[config.mk]
export PLATFORM = sky130hd
export DESIGN_NAME = cise_core
export DESIGN_NICKNAME = d
export VERILOG_FILES = /design/src/rtl/cise_pkg.sv /design/src/rtl/cise_alu.sv /design/src/rtl/cise_core.sv
export SDC_FILE = /design/constraint.sdc
export NUM_CORES = 1
export LEC_CHECK = 0
export BUFFER_PORTS_ARGS = -buffer_cell sky130_fd_sc_hd__clkbuf_2
export CORE_MARGIN = 2
export CORE_UTILIZATION = 40
export CTS_CLUSTER_DIAMETER = 50
export CTS_CLUSTER_SIZE = 28
export DETAILED_ROUTE_END_ITERATION = 10
export GPL_ROUTABILITY_DRIVEN = 0
export PLACE_DENSITY = 0.62
export SLEW_MARGIN = 20
export SYNTH_ARGS = -nofsm -noshare
export SYNTH_HDL_FRONTEND = slang
export SYNTH_SLANG_ARGS = --single-unit
[constraint.sdc]
create_clock -name sys_clk -period 7.1 [get_ports sys_clk]
set_clock_uncertainty 0.2 [all_clocks]
set_input_delay 1.42 -clock sys_clk [delete_from_list [all_inputs] [get_ports sys_clk]]
set_output_delay 1.42 -clock sys_clk [all_outputs]
set_load 0.05 [all_outputs]
[src/rtl/cise_pkg.sv]
// constants and carriers for the instruction subset execution block
// assumes a single 20 MHz instruction clock and an external decoder
// Function
// - return pops the stack and loads pc from the popped top value
// - return takes two instruction cycles
// - sleep clears watchdog count to 00h and its prescaler
// - sleep sets the timeout flag to one
// - sleep clears the powerdown flag to zero
// - after sleep the core halts; no further instruction cycles
// - literal minus acc goes to acc, updates carry, digit carry, zero
// - file minus acc, updates carry, digit carry, zero
// - destination select 0 writes acc, 1 writes the file register
// - xor literal into acc, updates only zero flag
// - xor file to selected destination, updates only zero flag
// - nibble swap exchanges nibbles, leaves all flags unchanged
package cise_pkg;
    localparam int DATA_W = 8;
    localparam int ADDR_W = 7;
    localparam int PC_W   = 13;
    localparam int NIB_W  = 4;
    localparam logic [DATA_W-1:0] ACC_RST      = 8'h00;
    localparam logic [DATA_W-1:0] WDOG_CLR_VAL = 8'h00;
    localparam logic              DEST_ACC     = 1'b0;

    typedef enum logic [2:0] {
        CISE_OP_NONE, CISE_OP_RETURN, CISE_OP_SLEEP, CISE_OP_LIT_MINUS_ACC,
        CISE_OP_FILE_MINUS_ACC, CISE_OP_XOR_LIT, CISE_OP_XOR_FILE, CISE_OP_NIBBLE_SWAP
    } cise_op_e;

    typedef struct packed {
        cise_op_e          op;
        logic [DATA_W-1:0] literal;
        logic [ADDR_W-1:0] file_addr;
        logic              dest_sel;
        logic [DATA_W-1:0] file_data;
    } cise_instr_s;

    typedef struct packed {
        logic              we;
        logic [ADDR_W-1:0] addr;
        logic [DATA_W-1:0] data;
    } cise_fwrite_s;

    typedef struct packed {
        logic [DATA_W-1:0] result;
        logic              carry;
        logic              digit_carry;
    } cise_alu_s;
endpackage

[src/rtl/cise_alu.sv]
// combinational arithmetic for the subtract, xor and swap operations
// assumes operands already fetched by the caller
`timescale 1ns/1ps
module cise_alu
    import cise_pkg::*;
(
    input  wire cise_pkg::cise_op_e       op,
    input  wire logic [cise_pkg::DATA_W-1:0] src,
    input  wire logic [cise_pkg::DATA_W-1:0] acc,
    output cise_pkg::cise_alu_s           res
);
    logic [DATA_W:0] diff;
    logic [NIB_W:0]  low_diff;

    always_comb begin
        // carry out of src + ~acc + 1 is the no-borrow indication
        diff     = {1'b0, src} + {1'b0, ~acc} + {{DATA_W{1'b0}}, 1'b1};
        low_diff = {1'b0, src[NIB_W-1:0]} + {1'b0, ~acc[NIB_W-1:0]} + {{NIB_W{1'b0}}, 1'b1};
        res.carry       = diff[DATA_W];
        res.digit_carry = low_diff[NIB_W];
        case (op)
            CISE_OP_LIT_MINUS_ACC,
            CISE_OP_FILE_MINUS_ACC: res.result = diff[DATA_W-1:0];
            CISE_OP_XOR_LIT,
            CISE_OP_XOR_FILE:       res.result = src ^ acc;
            CISE_OP_NIBBLE_SWAP:    res.result = {src[NIB_W-1:0], src[DATA_W-1:NIB_W]};
            default:                res.result = src;
        endcase
    end
endmodule

[src/rtl/cise_core.sv]
// execution of return, sleep, subtract, xor and nibble swap
// assumes a decoder presents one instruction with instr_valid per free cycle
`timescale 1ns/1ps
module cise_core
    import cise_pkg::*;
(
    input  wire logic                           sys_clk,
    input  wire logic                           rst,
    input  wire logic                           instr_valid,
    input  cise_pkg::cise_instr_s               instr,
    input  wire logic [cise_pkg::PC_W-1:0]      stack_top_value,
    output logic                                instr_ready,
    output logic                                stack_pop,
    output logic                                pc_load,
    output logic [cise_pkg::PC_W-1:0]           pc_value,
    output logic [cise_pkg::DATA_W-1:0]         acc,
    output cise_pkg::cise_fwrite_s              fwrite,
    output logic                                carry_flag,
    output logic                                digit_carry_flag,
    output logic                                zero_flag,
    output logic                                timeout_flag,
    output logic                                powerdown_flag,
    output logic                                watchdog_clear,
    output logic [cise_pkg::DATA_W-1:0]         watchdog_count,
    output logic                                sleeping
);
    // ***********************************************************
    // state
    // ***********************************************************
    typedef enum logic [1:0] {CISE_ST_RUN, CISE_ST_RET2, CISE_ST_SLEEP} cise_state_e;

    typedef struct packed {
        cise_state_e         st;
        logic [DATA_W-1:0]   acc;
        logic                c, dc, z, to, pd;
        logic                pop, pcl, wclr;
        logic [PC_W-1:0]     pc;
        cise_fwrite_s        fw;
    } cise_core_s;

    cise_core_s cur, next_cur;
    cise_alu_s  alu;
    logic [DATA_W-1:0] src;
    logic              go;

    assign src = (instr.op == CISE_OP_LIT_MINUS_ACC || instr.op == CISE_OP_XOR_LIT) ?
                 instr.literal : instr.file_data;
    assign instr_ready = (cur.st == CISE_ST_RUN);
    assign go = instr_valid && instr_ready;

    cise_alu u_alu (
        .op  (instr.op),
        .src (src),
        .acc (cur.acc),
        .res (alu)
    );

    // ***********************************************************
    // next state
    // ***********************************************************
    always_comb begin
        next_cur      = cur;
        next_cur.pop  = 1'b0;
        next_cur.pcl  = 1'b0;
        next_cur.wclr = 1'b0;
        next_cur.fw.we = 1'b0;
        case (cur.st)
            CISE_ST_RUN: begin
                if (go) begin
                    case (instr.op)
                        CISE_OP_RETURN: begin
                            next_cur.pop = 1'b1;
                            next_cur.pcl = 1'b1;
                            next_cur.pc  = stack_top_value;
                            next_cur.st  = CISE_ST_RET2;
                        end
                        CISE_OP_SLEEP: begin
                            next_cur.wclr = 1'b1;
                            next_cur.to   = 1'b1;
                            next_cur.pd   = 1'b0;
                            next_cur.st   = CISE_ST_SLEEP;
                        end
                        CISE_OP_LIT_MINUS_ACC, CISE_OP_XOR_LIT: begin
                            next_cur.acc = alu.result;
                        end
                        CISE_OP_FILE_MINUS_ACC, CISE_OP_XOR_FILE, CISE_OP_NIBBLE_SWAP: begin
                            if (instr.dest_sel == DEST_ACC) begin
                                next_cur.acc = alu.result;
                            end else begin
                                next_cur.fw.we   = 1'b1;
                                next_cur.fw.addr = instr.file_addr;
                                next_cur.fw.data = alu.result;
                            end
                        end
                        default: ;
                    endcase
                    if (instr.op == CISE_OP_LIT_MINUS_ACC || instr.op == CISE_OP_FILE_MINUS_ACC) begin
                        next_cur.c  = alu.carry;
                        next_cur.dc = alu.digit_carry;
                    end
                    if (instr.op == CISE_OP_LIT_MINUS_ACC || instr.op == CISE_OP_FILE_MINUS_ACC ||
                        instr.op == CISE_OP_XOR_LIT || instr.op == CISE_OP_XOR_FILE) begin
                        next_cur.z = (alu.result == ACC_RST);
                    end
                end
            end
            CISE_ST_RET2:  next_cur.st = CISE_ST_RUN;
            // oscillator is stopped; only reset leaves sleep here
            CISE_ST_SLEEP: next_cur.st = CISE_ST_SLEEP;
            default:       next_cur.st = CISE_ST_RUN;
        endcase
    end

    always_ff @(posedge sys_clk or posedge rst) begin
        if (rst) begin
            cur <= '{st: CISE_ST_RUN, acc: ACC_RST, c: 1'b0, dc: 1'b0, z: 1'b0,
                     to: 1'b1, pd: 1'b1, pop: 1'b0, pcl: 1'b0, wclr: 1'b0,
                     pc: '0, fw: '0};
        end else begin
            cur <= next_cur;
        end
    end

    // ***********************************************************
    // outputs
    // ***********************************************************
    assign stack_pop        = cur.pop;
    assign pc_load          = cur.pcl;
    assign pc_value         = cur.pc;
    assign acc              = cur.acc;
    assign fwrite           = cur.fw;
    assign carry_flag       = cur.c;
    assign digit_carry_flag = cur.dc;
    assign zero_flag        = cur.z;
    assign timeout_flag     = cur.to;
    assign powerdown_flag   = cur.pd;
    assign watchdog_clear   = cur.wclr;
    assign watchdog_count   = WDOG_CLR_VAL;  // value the watchdog takes on clear
    assign sleeping         = (cur.st == CISE_ST_SLEEP);

    // ***********************************************************
    // checks
    // ***********************************************************
    chk_return_pc_load: assert property (@(posedge sys_clk) disable iff (rst)
        go && instr.op == CISE_OP_RETURN |=> pc_load && stack_pop && pc_value == $past(stack_top_value))
        else $error("return did not load pc from stack top");
    chk_return_two_cycles: assert property (@(posedge sys_clk) disable iff (rst)
        go && instr.op == CISE_OP_RETURN |=> !instr_ready ##1 instr_ready)
        else $error("return not two cycles");
    chk_sleep_wdog_clear: assert property (@(posedge sys_clk) disable iff (rst)
        go && instr.op == CISE_OP_SLEEP |=> watchdog_clear)
        else $error("sleep did not clear watchdog");
    chk_sleep_timeout_set: assert property (@(posedge sys_clk) disable iff (rst)
        go && instr.op == CISE_OP_SLEEP |=> timeout_flag)
        else $error("sleep did not set timeout flag");
    chk_sleep_pd_clear: assert property (@(posedge sys_clk) disable iff (rst)
        go && instr.op == CISE_OP_SLEEP |=> !powerdown_flag)
        else $error("sleep did not clear powerdown flag");
    chk_sleep_halts: assert property (@(posedge sys_clk) disable iff (rst)
        sleeping |=> sleeping && !instr_ready && $stable(acc))
        else $error("activity while sleeping");
    chk_sub_lit_result: assert property (@(posedge sys_clk) disable iff (rst)
        go && instr.op == CISE_OP_LIT_MINUS_ACC |=>
            acc == $past(instr.literal) - $past(acc) && zero_flag == (acc == 8'h00))
        else $error("literal minus acc wrong");
    chk_sub_file_carry: assert property (@(posedge sys_clk) disable iff (rst)
        go && instr.op == CISE_OP_FILE_MINUS_ACC |=> carry_flag == ($past(instr.file_data) >= $past(acc)))
        else $error("subtract carry wrong");
    chk_dest_file_write: assert property (@(posedge sys_clk) disable iff (rst)
        go && instr.op == CISE_OP_XOR_FILE && instr.dest_sel |=> fwrite.we && $stable(acc))
        else $error("destination select one did not write file");
    chk_xor_flags_kept: assert property (@(posedge sys_clk) disable iff (rst)
        go && instr.op == CISE_OP_XOR_FILE |=> $stable(carry_flag) && $stable(digit_carry_flag))
        else $error("xor changed carry flags");
    chk_swap_flags_kept: assert property (@(posedge sys_clk) disable iff (rst)
        go && instr.op == CISE_OP_NIBBLE_SWAP && !instr.dest_sel |=>
            $stable(zero_flag) && $stable(carry_flag) && acc == {$past(instr.file_data[3:0]), $past(instr.file_data[7:4])})
        else $error("nibble swap wrong");

    // ***********************************************************
    // checks on destinations and the flags each operation may touch
    // ***********************************************************
    // a wrong destination corrupts data silently, so every path is pinned
    chk_sub_file_dest: assert property (@(posedge sys_clk) disable iff (rst)
        go && instr.op == CISE_OP_FILE_MINUS_ACC && instr.dest_sel |=>
            fwrite.we && fwrite.addr == $past(instr.file_addr) && $stable(acc) &&
            fwrite.data == $past(instr.file_data) - $past(acc))
        else $error("file minus acc not written back");
    chk_sub_file_acc: assert property (@(posedge sys_clk) disable iff (rst)
        go && instr.op == CISE_OP_FILE_MINUS_ACC && instr.dest_sel == DEST_ACC |=>
            acc == $past(instr.file_data) - $past(acc) && zero_flag == (acc == ACC_RST))
        else $error("file minus acc into acc wrong");
    chk_sub_lit_carry: assert property (@(posedge sys_clk) disable iff (rst)
        go && instr.op == CISE_OP_LIT_MINUS_ACC |=> carry_flag == ($past(instr.literal) >= $past(acc)))
        else $error("literal subtract carry wrong");
    chk_sub_digit_carry: assert property (@(posedge sys_clk) disable iff (rst)
        go && (instr.op == CISE_OP_LIT_MINUS_ACC || instr.op == CISE_OP_FILE_MINUS_ACC) |=>
            digit_carry_flag == ($past(src[NIB_W-1:0]) >= $past(acc[NIB_W-1:0])))
        else $error("subtract digit carry wrong");
    chk_xor_lit_result: assert property (@(posedge sys_clk) disable iff (rst)
        go && instr.op == CISE_OP_XOR_LIT |=> acc == ($past(instr.literal) ^ $past(acc)) &&
            zero_flag == (acc == ACC_RST) && $stable(carry_flag) && $stable(digit_carry_flag))
        else $error("xor literal wrong");
    chk_xor_file_acc: assert property (@(posedge sys_clk) disable iff (rst)
        go && instr.op == CISE_OP_XOR_FILE && instr.dest_sel == DEST_ACC |=>
            acc == ($past(instr.file_data) ^ $past(acc)) && zero_flag == (acc == ACC_RST))
        else $error("xor file into acc wrong");
    chk_dest_acc_kept: assert property (@(posedge sys_clk) disable iff (rst)
        go && instr.dest_sel == DEST_ACC && (instr.op == CISE_OP_FILE_MINUS_ACC ||
            instr.op == CISE_OP_XOR_FILE || instr.op == CISE_OP_NIBBLE_SWAP) |=> !fwrite.we)
        else $error("destination select zero wrote the file");
    chk_literal_no_write: assert property (@(posedge sys_clk) disable iff (rst)
        go && (instr.op == CISE_OP_LIT_MINUS_ACC || instr.op == CISE_OP_XOR_LIT) |=> !fwrite.we)
        else $error("literal operation wrote the file");
    chk_swap_file_write: assert property (@(posedge sys_clk) disable iff (rst)
        go && instr.op == CISE_OP_NIBBLE_SWAP && instr.dest_sel |=>
            fwrite.we && fwrite.data == {$past(instr.file_data[NIB_W-1:0]), $past(instr.file_data[DATA_W-1:NIB_W])} &&
            $stable(zero_flag) && $stable(carry_flag) && $stable(digit_carry_flag) && $stable(acc))
        else $error("nibble swap to file wrong");
    // a second pop would lose a return address
    chk_return_single_pop: assert property (@(posedge sys_clk) disable iff (rst)
        go && instr.op == CISE_OP_RETURN |=> ##1 !stack_pop && !pc_load)
        else $error("return popped more than once");
    chk_sleep_no_effects: assert property (@(posedge sys_clk) disable iff (rst)
        sleeping |=> !fwrite.we && !stack_pop && !pc_load && !watchdog_clear)
        else $error("side effect while sleeping");
endmodule

==> flow_metrics.env, run 1 <==
export IMPL_cts_tree="done"
export IMPL_ys_ff_latch=45
export IMPL_antenna_cells=0
export IMPL_synth_cell_types=55
export IMPL_cp_slowest_stage_delay_ns=0.42
export IMPL_grt_pass1_vias=2136
export IMPL_start_util=0.4118
export IMPL_r2r_cells=9
export IMPL_post_route_util=0.4489
export IMPL_critical_path_buf_inv_count=2
export IMPL_synth_edf_count=0
export IMPL_seq_area_frac_synth=0.3775
export IMPL_start_kind="input pin"
export IMPL_slew_viol_final=0
export IMPL_rsz0062_at_grt="no"
export IMPL_tightest_slew_ns=1.018
export IMPL_track_usage=0.1651
export IMPL_netlist_area_um2=2987
export IMPL_first_pass_iters=4
export IMPL_finalSetupViolCount=0
export IMPL_cts_hold_buf=0
export IMPL_clock_tree_buffer_depth=2
export IMPL_drive_above_1_share=0.3983
export IMPL_worstReg2RegStart="acc[0]"
export IMPL_maxSlewHeadroom=0.3176
export IMPL_min_from="powerdown_flag"
export IMPL_grt_antenna_before_repair=0
export IMPL_wirelength_um=6723
export IMPL_synth_common_cells="buf_4 (47), dfrtp_1 (44), mux2_2 (32)"
export IMPL_max_cap_violations=0
export IMPL_fin_setup_tns_ns=0
export IMPL_cts_resized=0
export IMPL_post_cts_setup_buffers=0
export IMPL_num_vias=2291
export IMPL_outcome="finished clean"
export IMPL_synth_cells=311
export IMPL_cts_root_buf="clkbuf_8"
export IMPL_die_h_um=90.41
export IMPL_arrival_ns=4.78
export IMPL_post_dp_cell_area_um2=3156
export IMPL_synth_main_ff_cell="dfrtp_1"
export IMPL_cp_startpoint="instr[26]"
export IMPL_grt_overflow=0
export IMPL_finalNetCount=406
export IMPL_io_buffers=88
export IMPL_hpwl_um=5117
export IMPL_cpMaxStageDelayCell="fa_1"
export IMPL_yosys_area_share_simple=0.1278
export IMPL_drcViolationCount=0
export IMPL_rows=31
export IMPL_dp_cells=445
export IMPL_min_path_cells=1
export IMPL_rrSetupSlack_ns=4.33
export IMPL_synth_xor_area_share=0.008798
export IMPL_path_delay_family="compound AO/OA/AOI/OAI gates"
export IMPL_holdPathEnd="powerdown_flag"
export IMPL_period_share=0.6723
export IMPL_critPathMaxFanout=21
export IMPL_htree_levels=2
export IMPL_muxShareOfSynthArea=0.1274
export IMPL_async_flop_share=1.000
export IMPL_route_detailed_wl_per_inst_um=14.84
export IMPL_crit_type="input pin to register"
export IMPL_cts_sinks=45
export IMPL_drtAntennaViolNets=0
export IMPL_hold_viol=0
export IMPL_grt_max_degree=46
export IMPL_die_w_um=90.41
export IMPL_p_per_area_nw_per_um2=484.0
export IMPL_synth_area_leaders="dfrtp_1 (37%), mux2_2 (12%), buf_4 (12%)"
export IMPL_total_power_mw=1.576
export IMPL_design_area_um2=3256
export IMPL_max_freq_mhz=209.5
export IMPL_viasPerCell=5.057
export IMPL_clkSlewWorstSetupHoldPaths_ns=0.08
export IMPL_area_delta_synth_final_pct=9.007
export IMPL_critical_path_required_ns=7.10
export IMPL_syn_avg_cell_area_um2=9.603
export IMPL_io_pins=98
export IMPL_ys_warn_count=0
export IMPL_hp_class="register to register"
export IMPL_synth_compound_area_share=0.1487
export IMPL_final_cells=453
export IMPL_critical_path_cell_chain="clkbuf_2 > or2b_1 > a21bo_2 > mux2i_1 > ha_1 > inv_1 > fa_1 > a21o_2 > a21oi_1 > nor2b_1 > o311ai_0 > or3_1 > o31ai_2"
export IMPL_yosysMostFrequentCell="buf_4"
export IMPL_irDropWorstVdd_mv=0.2369
export IMPL_endpoint_kind="register"
export IMPL_dr_first_iter_drc_count=179
export IMPL_worstReg2RegEnd="zero_flag"
export IMPL_grt_pass1_wl_um=10980
export IMPL_numCtsBuffers=5
export IMPL_synth_fa_ha_area_frac=0.04441
export IMPL_die_area_um2=8174
export IMPL_synth_top_area_frac=0.3687
export IMPL_power_leakage_nw=1.562
export IMPL_clk_insertion_delay_late_ns=0.29
export IMPL_core_area_um2=7253
export IMPL_synth_top_family_by_area="buffers and inverters"
export IMPL_fin_crit_ns=4.774
export IMPL_yosysTopAreaCell="dfrtp_1"
## layout make-up
cell class	instances	area (µm²)
Fill cell	745	3998
Multi-Input combinational cell	198	1408
Sequential cell	45	1127
Timing Repair Buffer	89	447.9
Tap cell	99	123.9
Clock buffer	6	82.58
Inverter	14	52.55
Clock inverter	2	13.76
## cells in the final DEF (no fill, tap or decap), types with 7 or more instances in the layout
cell type and n:
conb_1 9, a21oi_1 15, nor2b_1 7, nand2b_1 8, dfrtp_1 44, nand2_1 17, inv_1 12, nor2_1 20
clkbuf_2 88, mux2_2 32, ha_1 9, o21ai_0 15
## per-layer routing
layer	track usage	up-vias	wire length, µm
met4	0.03718	0	51
met3	0.04090	4	550
met5	0	-	0
met2	0.2519	104	2986
met1	0.2368	1071	3134
li1	-	1112	-
## through the flow
| step | hold WS [ns] | worst slack (ns) |
|---|---|---|
| after floorplan | 0.2819 | 2.575 |
| after global placement | 0.2733 | 2.245 |
| after detailed placement | 0.2770 | 2.038 |
| after CTS | 0.2909 | 2.355 |
| after global routing | 0.3053 | 2.049 |
| final | 0.2879 | 2.326 |
## where the power goes
group	internal [mW]	switching, mW	total (mW)
logic	0.273	0.706	0.979
clock network	0.0790	0.0869	0.166
registers	0.368	0.0625	0.430
## kinds of logic (layout without fill, tap and decap cells)
| group | after synthesis | in the layout |
|---|---|---|
| xor+xnor | 3 | 3 |
| simple gates | 76 | 76 |
| mux | 34 | 34 |
| other cells | 2 | 9 |
| flops | 45 | 45 |
| compound gates | 66 | 66 |
| fa+ha+maj | 10 | 10 |
| buf+inv | 75 | 111 |
## registers in the layout, indices dropped and copies added, names as in the netlist
signal            flops
pc_value             13
zero_flag             1
cur                   2
digit_carry_flag      1
carry_flag            1
watchdog_clear        1
pc_load               1
powerdown_flag        1
acc                   8
fwrite               16
## worst max path at each step
| stage | slack (ns) | cells past startpoint | end |
|---|---|---|---|
| floorplan | 2.57 | 14 | zero_flag |
| detailed placement | 2.04 | 13 | zero_flag |
| global placement | 2.24 | 13 | zero_flag |
| finish | 2.33 | 13 | zero_flag |
| CTS | 2.35 | 13 | zero_flag |
| global route | 2.05 | 13 | zero_flag |
Note: power is estimated with default switching activity, not from simulation.
==> run 2, diff against run 1 <==
- clock period: 7.1 -> 4.9 ns (I/O delays scaled with it)
==> flow_metrics.env, run 2 (synthesis results as in run 1) <==
export IMPL_viasPerCell=5.081
export IMPL_hp_class="register to register"
export IMPL_top_usage_layer="met2"
export IMPL_final_cells=454
export IMPL_finalNetCount=407
export IMPL_p_int_mw=1.097
export IMPL_grt_pass1_vias=2072
export IMPL_io_buffers=88
export IMPL_finalSetupViolCount=0
export IMPL_numCtsBuffers=5
export IMPL_htree_levels=2
export IMPL_critPathMaxFanout=17
export IMPL_fin_setup_tns_ns=0
export IMPL_cts_tree="done"
export IMPL_antenna_cells=0
export IMPL_met1_usage=0.2386
export IMPL_post_dp_cell_area_um2=3163
export IMPL_critical_path_buf_inv_count=2
export IMPL_clk_insertion_delay_late_ns=0.28
export IMPL_max_cap_violations=0
export IMPL_outcome="finished clean"
export IMPL_path_delay_family="compound AO/OA/AOI/OAI gates"
export IMPL_grt_max_degree=46
export IMPL_irDropWorstVdd_mv=0.3758
export IMPL_switchingPower_mw=1.236
export IMPL_setup_ws_ns=0.6350
export IMPL_hold_viol=0
export IMPL_cpMaxStageDelayCell="fa_1"
export IMPL_slew_viol_final=0
export IMPL_pre_cts_ws_ns=0.3894
export IMPL_io_pins=98
export IMPL_track_usage=0.1626
export IMPL_route_detailed_wl_per_inst_um=15.07
export IMPL_start_kind="input pin"
export IMPL_endpoint_kind="register"
export IMPL_fin_crit_ns=4.265
export IMPL_die_area_um2=8174
export IMPL_grt_pass1_wl_um=10770
export IMPL_max_freq_mhz=234.5
export IMPL_wirelength_um=6844
export IMPL_die_h_um=90.41
export IMPL_final_common_cell="clkbuf_2"
export IMPL_dp_cells=446
export IMPL_power_leakage_nw=1.574
export IMPL_cp_slowest_stage_delay_ns=0.43
export IMPL_seqPwrFrac=0.267
export IMPL_crit_type="input pin to register"
export IMPL_clkSlewWorstSetupHoldPaths_ns=0.08
export IMPL_regArea_um2=1127
export IMPL_start_util=0.4118
export IMPL_post_cts_setup_buffers=0
export IMPL_cts_hold_buf=0
export IMPL_tightest_slew_ns=1.050
export IMPL_first_pass_iters=4
export IMPL_drcViolationCount=0
export IMPL_grt_antenna_before_repair=0
export IMPL_design_area_um2=3279
export IMPL_area_delta_synth_final_pct=9.803
export IMPL_drive_above_1_share=0.3944
export IMPL_hpwl_um=5308
export IMPL_die_w_um=90.41
export IMPL_p_per_area_nw_per_um2=711.4
export IMPL_pwr_share_clk=0.122
export IMPL_core_area_um2=7253
export IMPL_maxSlewHeadroom=0.3001
export IMPL_grtUsageMet2=0.2450
export IMPL_rsz0062_at_grt="no"
export IMPL_combinationalPowerShare=0.612
export IMPL_grt_util_met3=0.04424
export IMPL_cts_root_buf="clkbuf_8"
export IMPL_grt_overflow=0
export IMPL_period_share=0.8704
export IMPL_arrival_ns=4.26
export IMPL_clock_tree_buffer_depth=2
export IMPL_p_sw_frac=0.5299
export IMPL_drtAntennaViolNets=0
export IMPL_largest_register_ffs=16
export IMPL_num_vias=2307
export IMPL_cts_sinks=45
export IMPL_multi_input_area_um2=1404
export IMPL_dr_first_iter_drc_count=190
export IMPL_mostFrequentLayoutCells="clkbuf_2 (88), dfrtp_1 (44), mux2_2 (32)"
export IMPL_post_route_util=0.4521
export IMPL_cts_resized=0
export IMPL_critical_path_cell_chain="clkbuf_2 > or2b_1 > a21bo_2 > mux2i_1 > ha_1 > inv_1 > fa_1 > a21o_2 > a21oi_1 > nor2b_1 > o311ai_0 > or3_1 > o31ai_2"
export IMPL_rows=31
export IMPL_critical_path_required_ns=4.90
export IMPL_nFillCells=724
==> run 2: changes by cell type in the layout (fill, tap and decap cells not counted), sizes merged <==
cell    delta
clkinv     -2
buf        +1
bufinv     +1
clkbuf     +1
==> run 2: per-layer routing <==
metal,vias to the layer above,wire (µm)
met5,-,0
met4,0,56
met3,4,489
met2,99,3104
met1,1093,3193
li1,1111,-
==> run 2: final timing paths <==
| path | start | endpoint | slack (ns) | cells past startpoint |
|---|---|---|---|---|
| max reg2reg | acc[0] | zero_flag | 2.06 | 9 |
| max | instr[25] | zero_flag | 0.64 | 13 |
| min | powerdown_flag | powerdown_flag | 0.29 | 1 |
| min reg2reg | powerdown_flag | powerdown_flag | 0.29 | 1 |
| min in group asynchronous | rst | fwrite[8] | 0.68 | 2 |
| max in group asynchronous | rst | fwrite[5] | 3.26 | 2 |
==> run 2: power by group through the flow <==
stage / sequential (mW) / clock (mW) / combinational (mW)
finish: 0.622 / 0.284 / 1.43
global route: 0.646 / 0.313 / 1.51
CTS: 0.626 / 0.297 / 1.43
detailed placement: 0.632 / 0 / 1.42
global placement: 0.626 / 0 / 1.41
floorplan: 0.640 / 0 / 1.33
==> run 2: final cells by class <==
| type | instances | area share |
|---|---|---|
| multi-input cells | 198 | 0.4281 |
| flip-flops and latches | 45 | 0.3438 |
| repair buffers | 90 | 0.1389 |
| well taps | 99 | 0.03777 |
| clock buffers | 7 | 0.02633 |
| inverters | 14 | 0.01602 |
| clock inverters | 1 | 0.009157 |
==> run 2: stage by stage <==
stage          power, mW  hold slack (ns)
2_1_floorplan      1.966           0.2819
3_3_place_gp       2.040           0.2739
3_5_place_dp       2.057           0.2768
4_1_cts            2.351           0.2906
5_1_grt            2.473           0.3070
6_report           2.333           0.2886
==> run 3, diff against run 2 <==
- CORE_UTILIZATION: 40 -> 35
- PLACE_DENSITY: 0.62 -> 0.55
==> flow_metrics.env, run 3 (synthesis results as in run 1) <==
export IMPL_die_h_um=96.38
export IMPL_pre_cts_ws_ns=0.3584
export IMPL_power_leakage_nw=1.581
export IMPL_post_dp_cell_area_um2=3186
export IMPL_critical_path_cell_chain="clkbuf_2 > or2b_1 > a21bo_2 > mux2i_1 > ha_1 > inv_1 > fa_1 > a21o_2 > a21oi_1 > nor2b_1 > o311ai_0 > or3_1 > o31ai_2"
export IMPL_numCtsBuffers=5
export IMPL_path_delay_family="compound AO/OA/AOI/OAI gates"
export IMPL_min_path_cells=1
export IMPL_p_per_area_nw_per_um2=709.2
export IMPL_arrival_ns=4.27
export IMPL_clock_tree_buffer_depth=2
export IMPL_grt_max_degree=46
export IMPL_clk_insertion_delay_late_ns=0.29
export IMPL_drtAntennaViolNets=0
export IMPL_route_detailed_wl_per_inst_um=15.21
export IMPL_worstReg2RegStart="acc[0]"
export IMPL_period_share=0.8694
export IMPL_largest_register_ffs=16
export IMPL_post_cts_setup_buffers=0
export IMPL_cp_slowest_stage_delay_ns=0.43
export IMPL_hp_class="register to register"
export IMPL_max_freq_mhz=234.7
export IMPL_grt_pass1_wl_um=11050
export IMPL_critical_path_required_ns=4.91
export IMPL_fin_setup_tns_ns=0
export IMPL_cts_resized=0
export IMPL_crit_type="input pin to register"
export IMPL_track_usage=0.1527
export IMPL_max_cap_violations=0
export IMPL_fin_crit_ns=4.260
export IMPL_slew_viol_final=0
export IMPL_maxSlewHeadroom=0.3213
export IMPL_outcome="finished clean"
export IMPL_hold_viol=0
export IMPL_cts_hold_buf=0
export IMPL_drcViolationCount=0
export IMPL_grt_antenna_before_repair=0
export IMPL_finalSetupViolCount=0
export IMPL_clkSlewWorstSetupHoldPaths_ns=0.09
export IMPL_min_from="powerdown_flag"
export IMPL_viasPerCell=5.002
export IMPL_first_pass_iters=4
export IMPL_endpoint_kind="register"
export IMPL_core_area_um2=8258
export IMPL_setup_ws_ns=0.6399
export IMPL_mostFrequentLayoutCells="clkbuf_2 (88), dfrtp_1 (44), mux2_2 (32)"
export IMPL_drive_above_1_share=0.3978
export IMPL_wl_met2_um=3066
export IMPL_num_vias=2311
export IMPL_r2r_cells=9
export IMPL_grt_pass1_vias=2097
export IMPL_irDropWorstVdd_mv=0.3252
export IMPL_io_buffers=88
export IMPL_design_area_um2=3297
export IMPL_dr_first_iter_drc_count=215
export IMPL_grt_overflow=0
export IMPL_dp_cells=454
export IMPL_finalNetCount=409
export IMPL_io_pins=98
export IMPL_cts_sinks=45
export IMPL_rsz0062_at_grt="no"
export IMPL_die_area_um2=9288
export IMPL_critical_path_buf_inv_count=2
export IMPL_area_delta_synth_final_pct=10.39
export IMPL_wl_met3_um=665
export IMPL_final_cells=462
export IMPL_die_w_um=96.38
export IMPL_antenna_cells=0
export IMPL_worstReg2RegEnd="zero_flag"
export IMPL_tightest_slew_ns=1.013
export IMPL_cts_tree="done"
export IMPL_cts_root_buf="clkbuf_8"
export IMPL_routed_top_layer="met4"
export IMPL_final_common_cell="clkbuf_2"
export IMPL_rrSetupSlack_ns=2.09
export IMPL_start_kind="input pin"
export IMPL_cpMaxStageDelayCell="fa_1"
export IMPL_rows=33
export IMPL_critPathMaxFanout=17
export IMPL_wirelength_um=7029
export IMPL_wl_met1_um=3260
export IMPL_htree_levels=2
export IMPL_holdPathEnd="powerdown_flag"
export IMPL_hpwl_um=5343
export IMPL_post_route_util=0.3992
export IMPL_start_util=0.3617
[run 3: cell types whose count changed in the layout (fill, tap and decap cells not counted)]
| cell | change |
|---|---|
| clkbuf_8 | -1 |
| clkinv_4 | +1 |
| buf_4 | +2 |
[run 3: how the worst max path moves through the flow]
stage	start	end	slack (ns)	cells past startpoint
floorplan	instr[25]	zero_flag	0.81	14
global placement	instr[25]	zero_flag	0.54	13
detailed placement	instr[25]	zero_flag	0.36	13
CTS	instr[25]	zero_flag	0.68	13
global route	instr[25]	zero_flag	0.40	13
finish	instr[25]	zero_flag	0.64	13
[run 3: power breakdown]
group	switching, mW	internal (mW)
Sequential	0.0895	0.533
Combinational	1.03	0.405
Clock	0.130	0.153
[run 3: area by class of cell]
class                      count  area, µm²
fill                         855       4961
multi-input combinational    198       1404
sequential                    45       1127
timing repair buffer          92      470.5
tap                          105      131.4
clock buffer                   6      72.57
inverter                      14      52.55
clock inverter                 2      38.79
[run 3: metal layers]
layer | up-vias | global-route usage
li1 | 1117 | -
met1 | 1087 | 0.2254
met2 | 103 | 0.2280
met3 | 4 | 0.04034
met4 | 0 | 0.02582
met5 | - | 0
[run 3: metrics by stage]
step | hold slack (ns) | total power, mW
3_3_place_gp | 0.2757 | 2.055
6_report | 0.2888 | 2.338
2_1_floorplan | 0.2819 | 1.966
5_1_grt | 0.3070 | 2.487
4_1_cts | 0.2917 | 2.358
3_5_place_dp | 0.2770 | 2.065
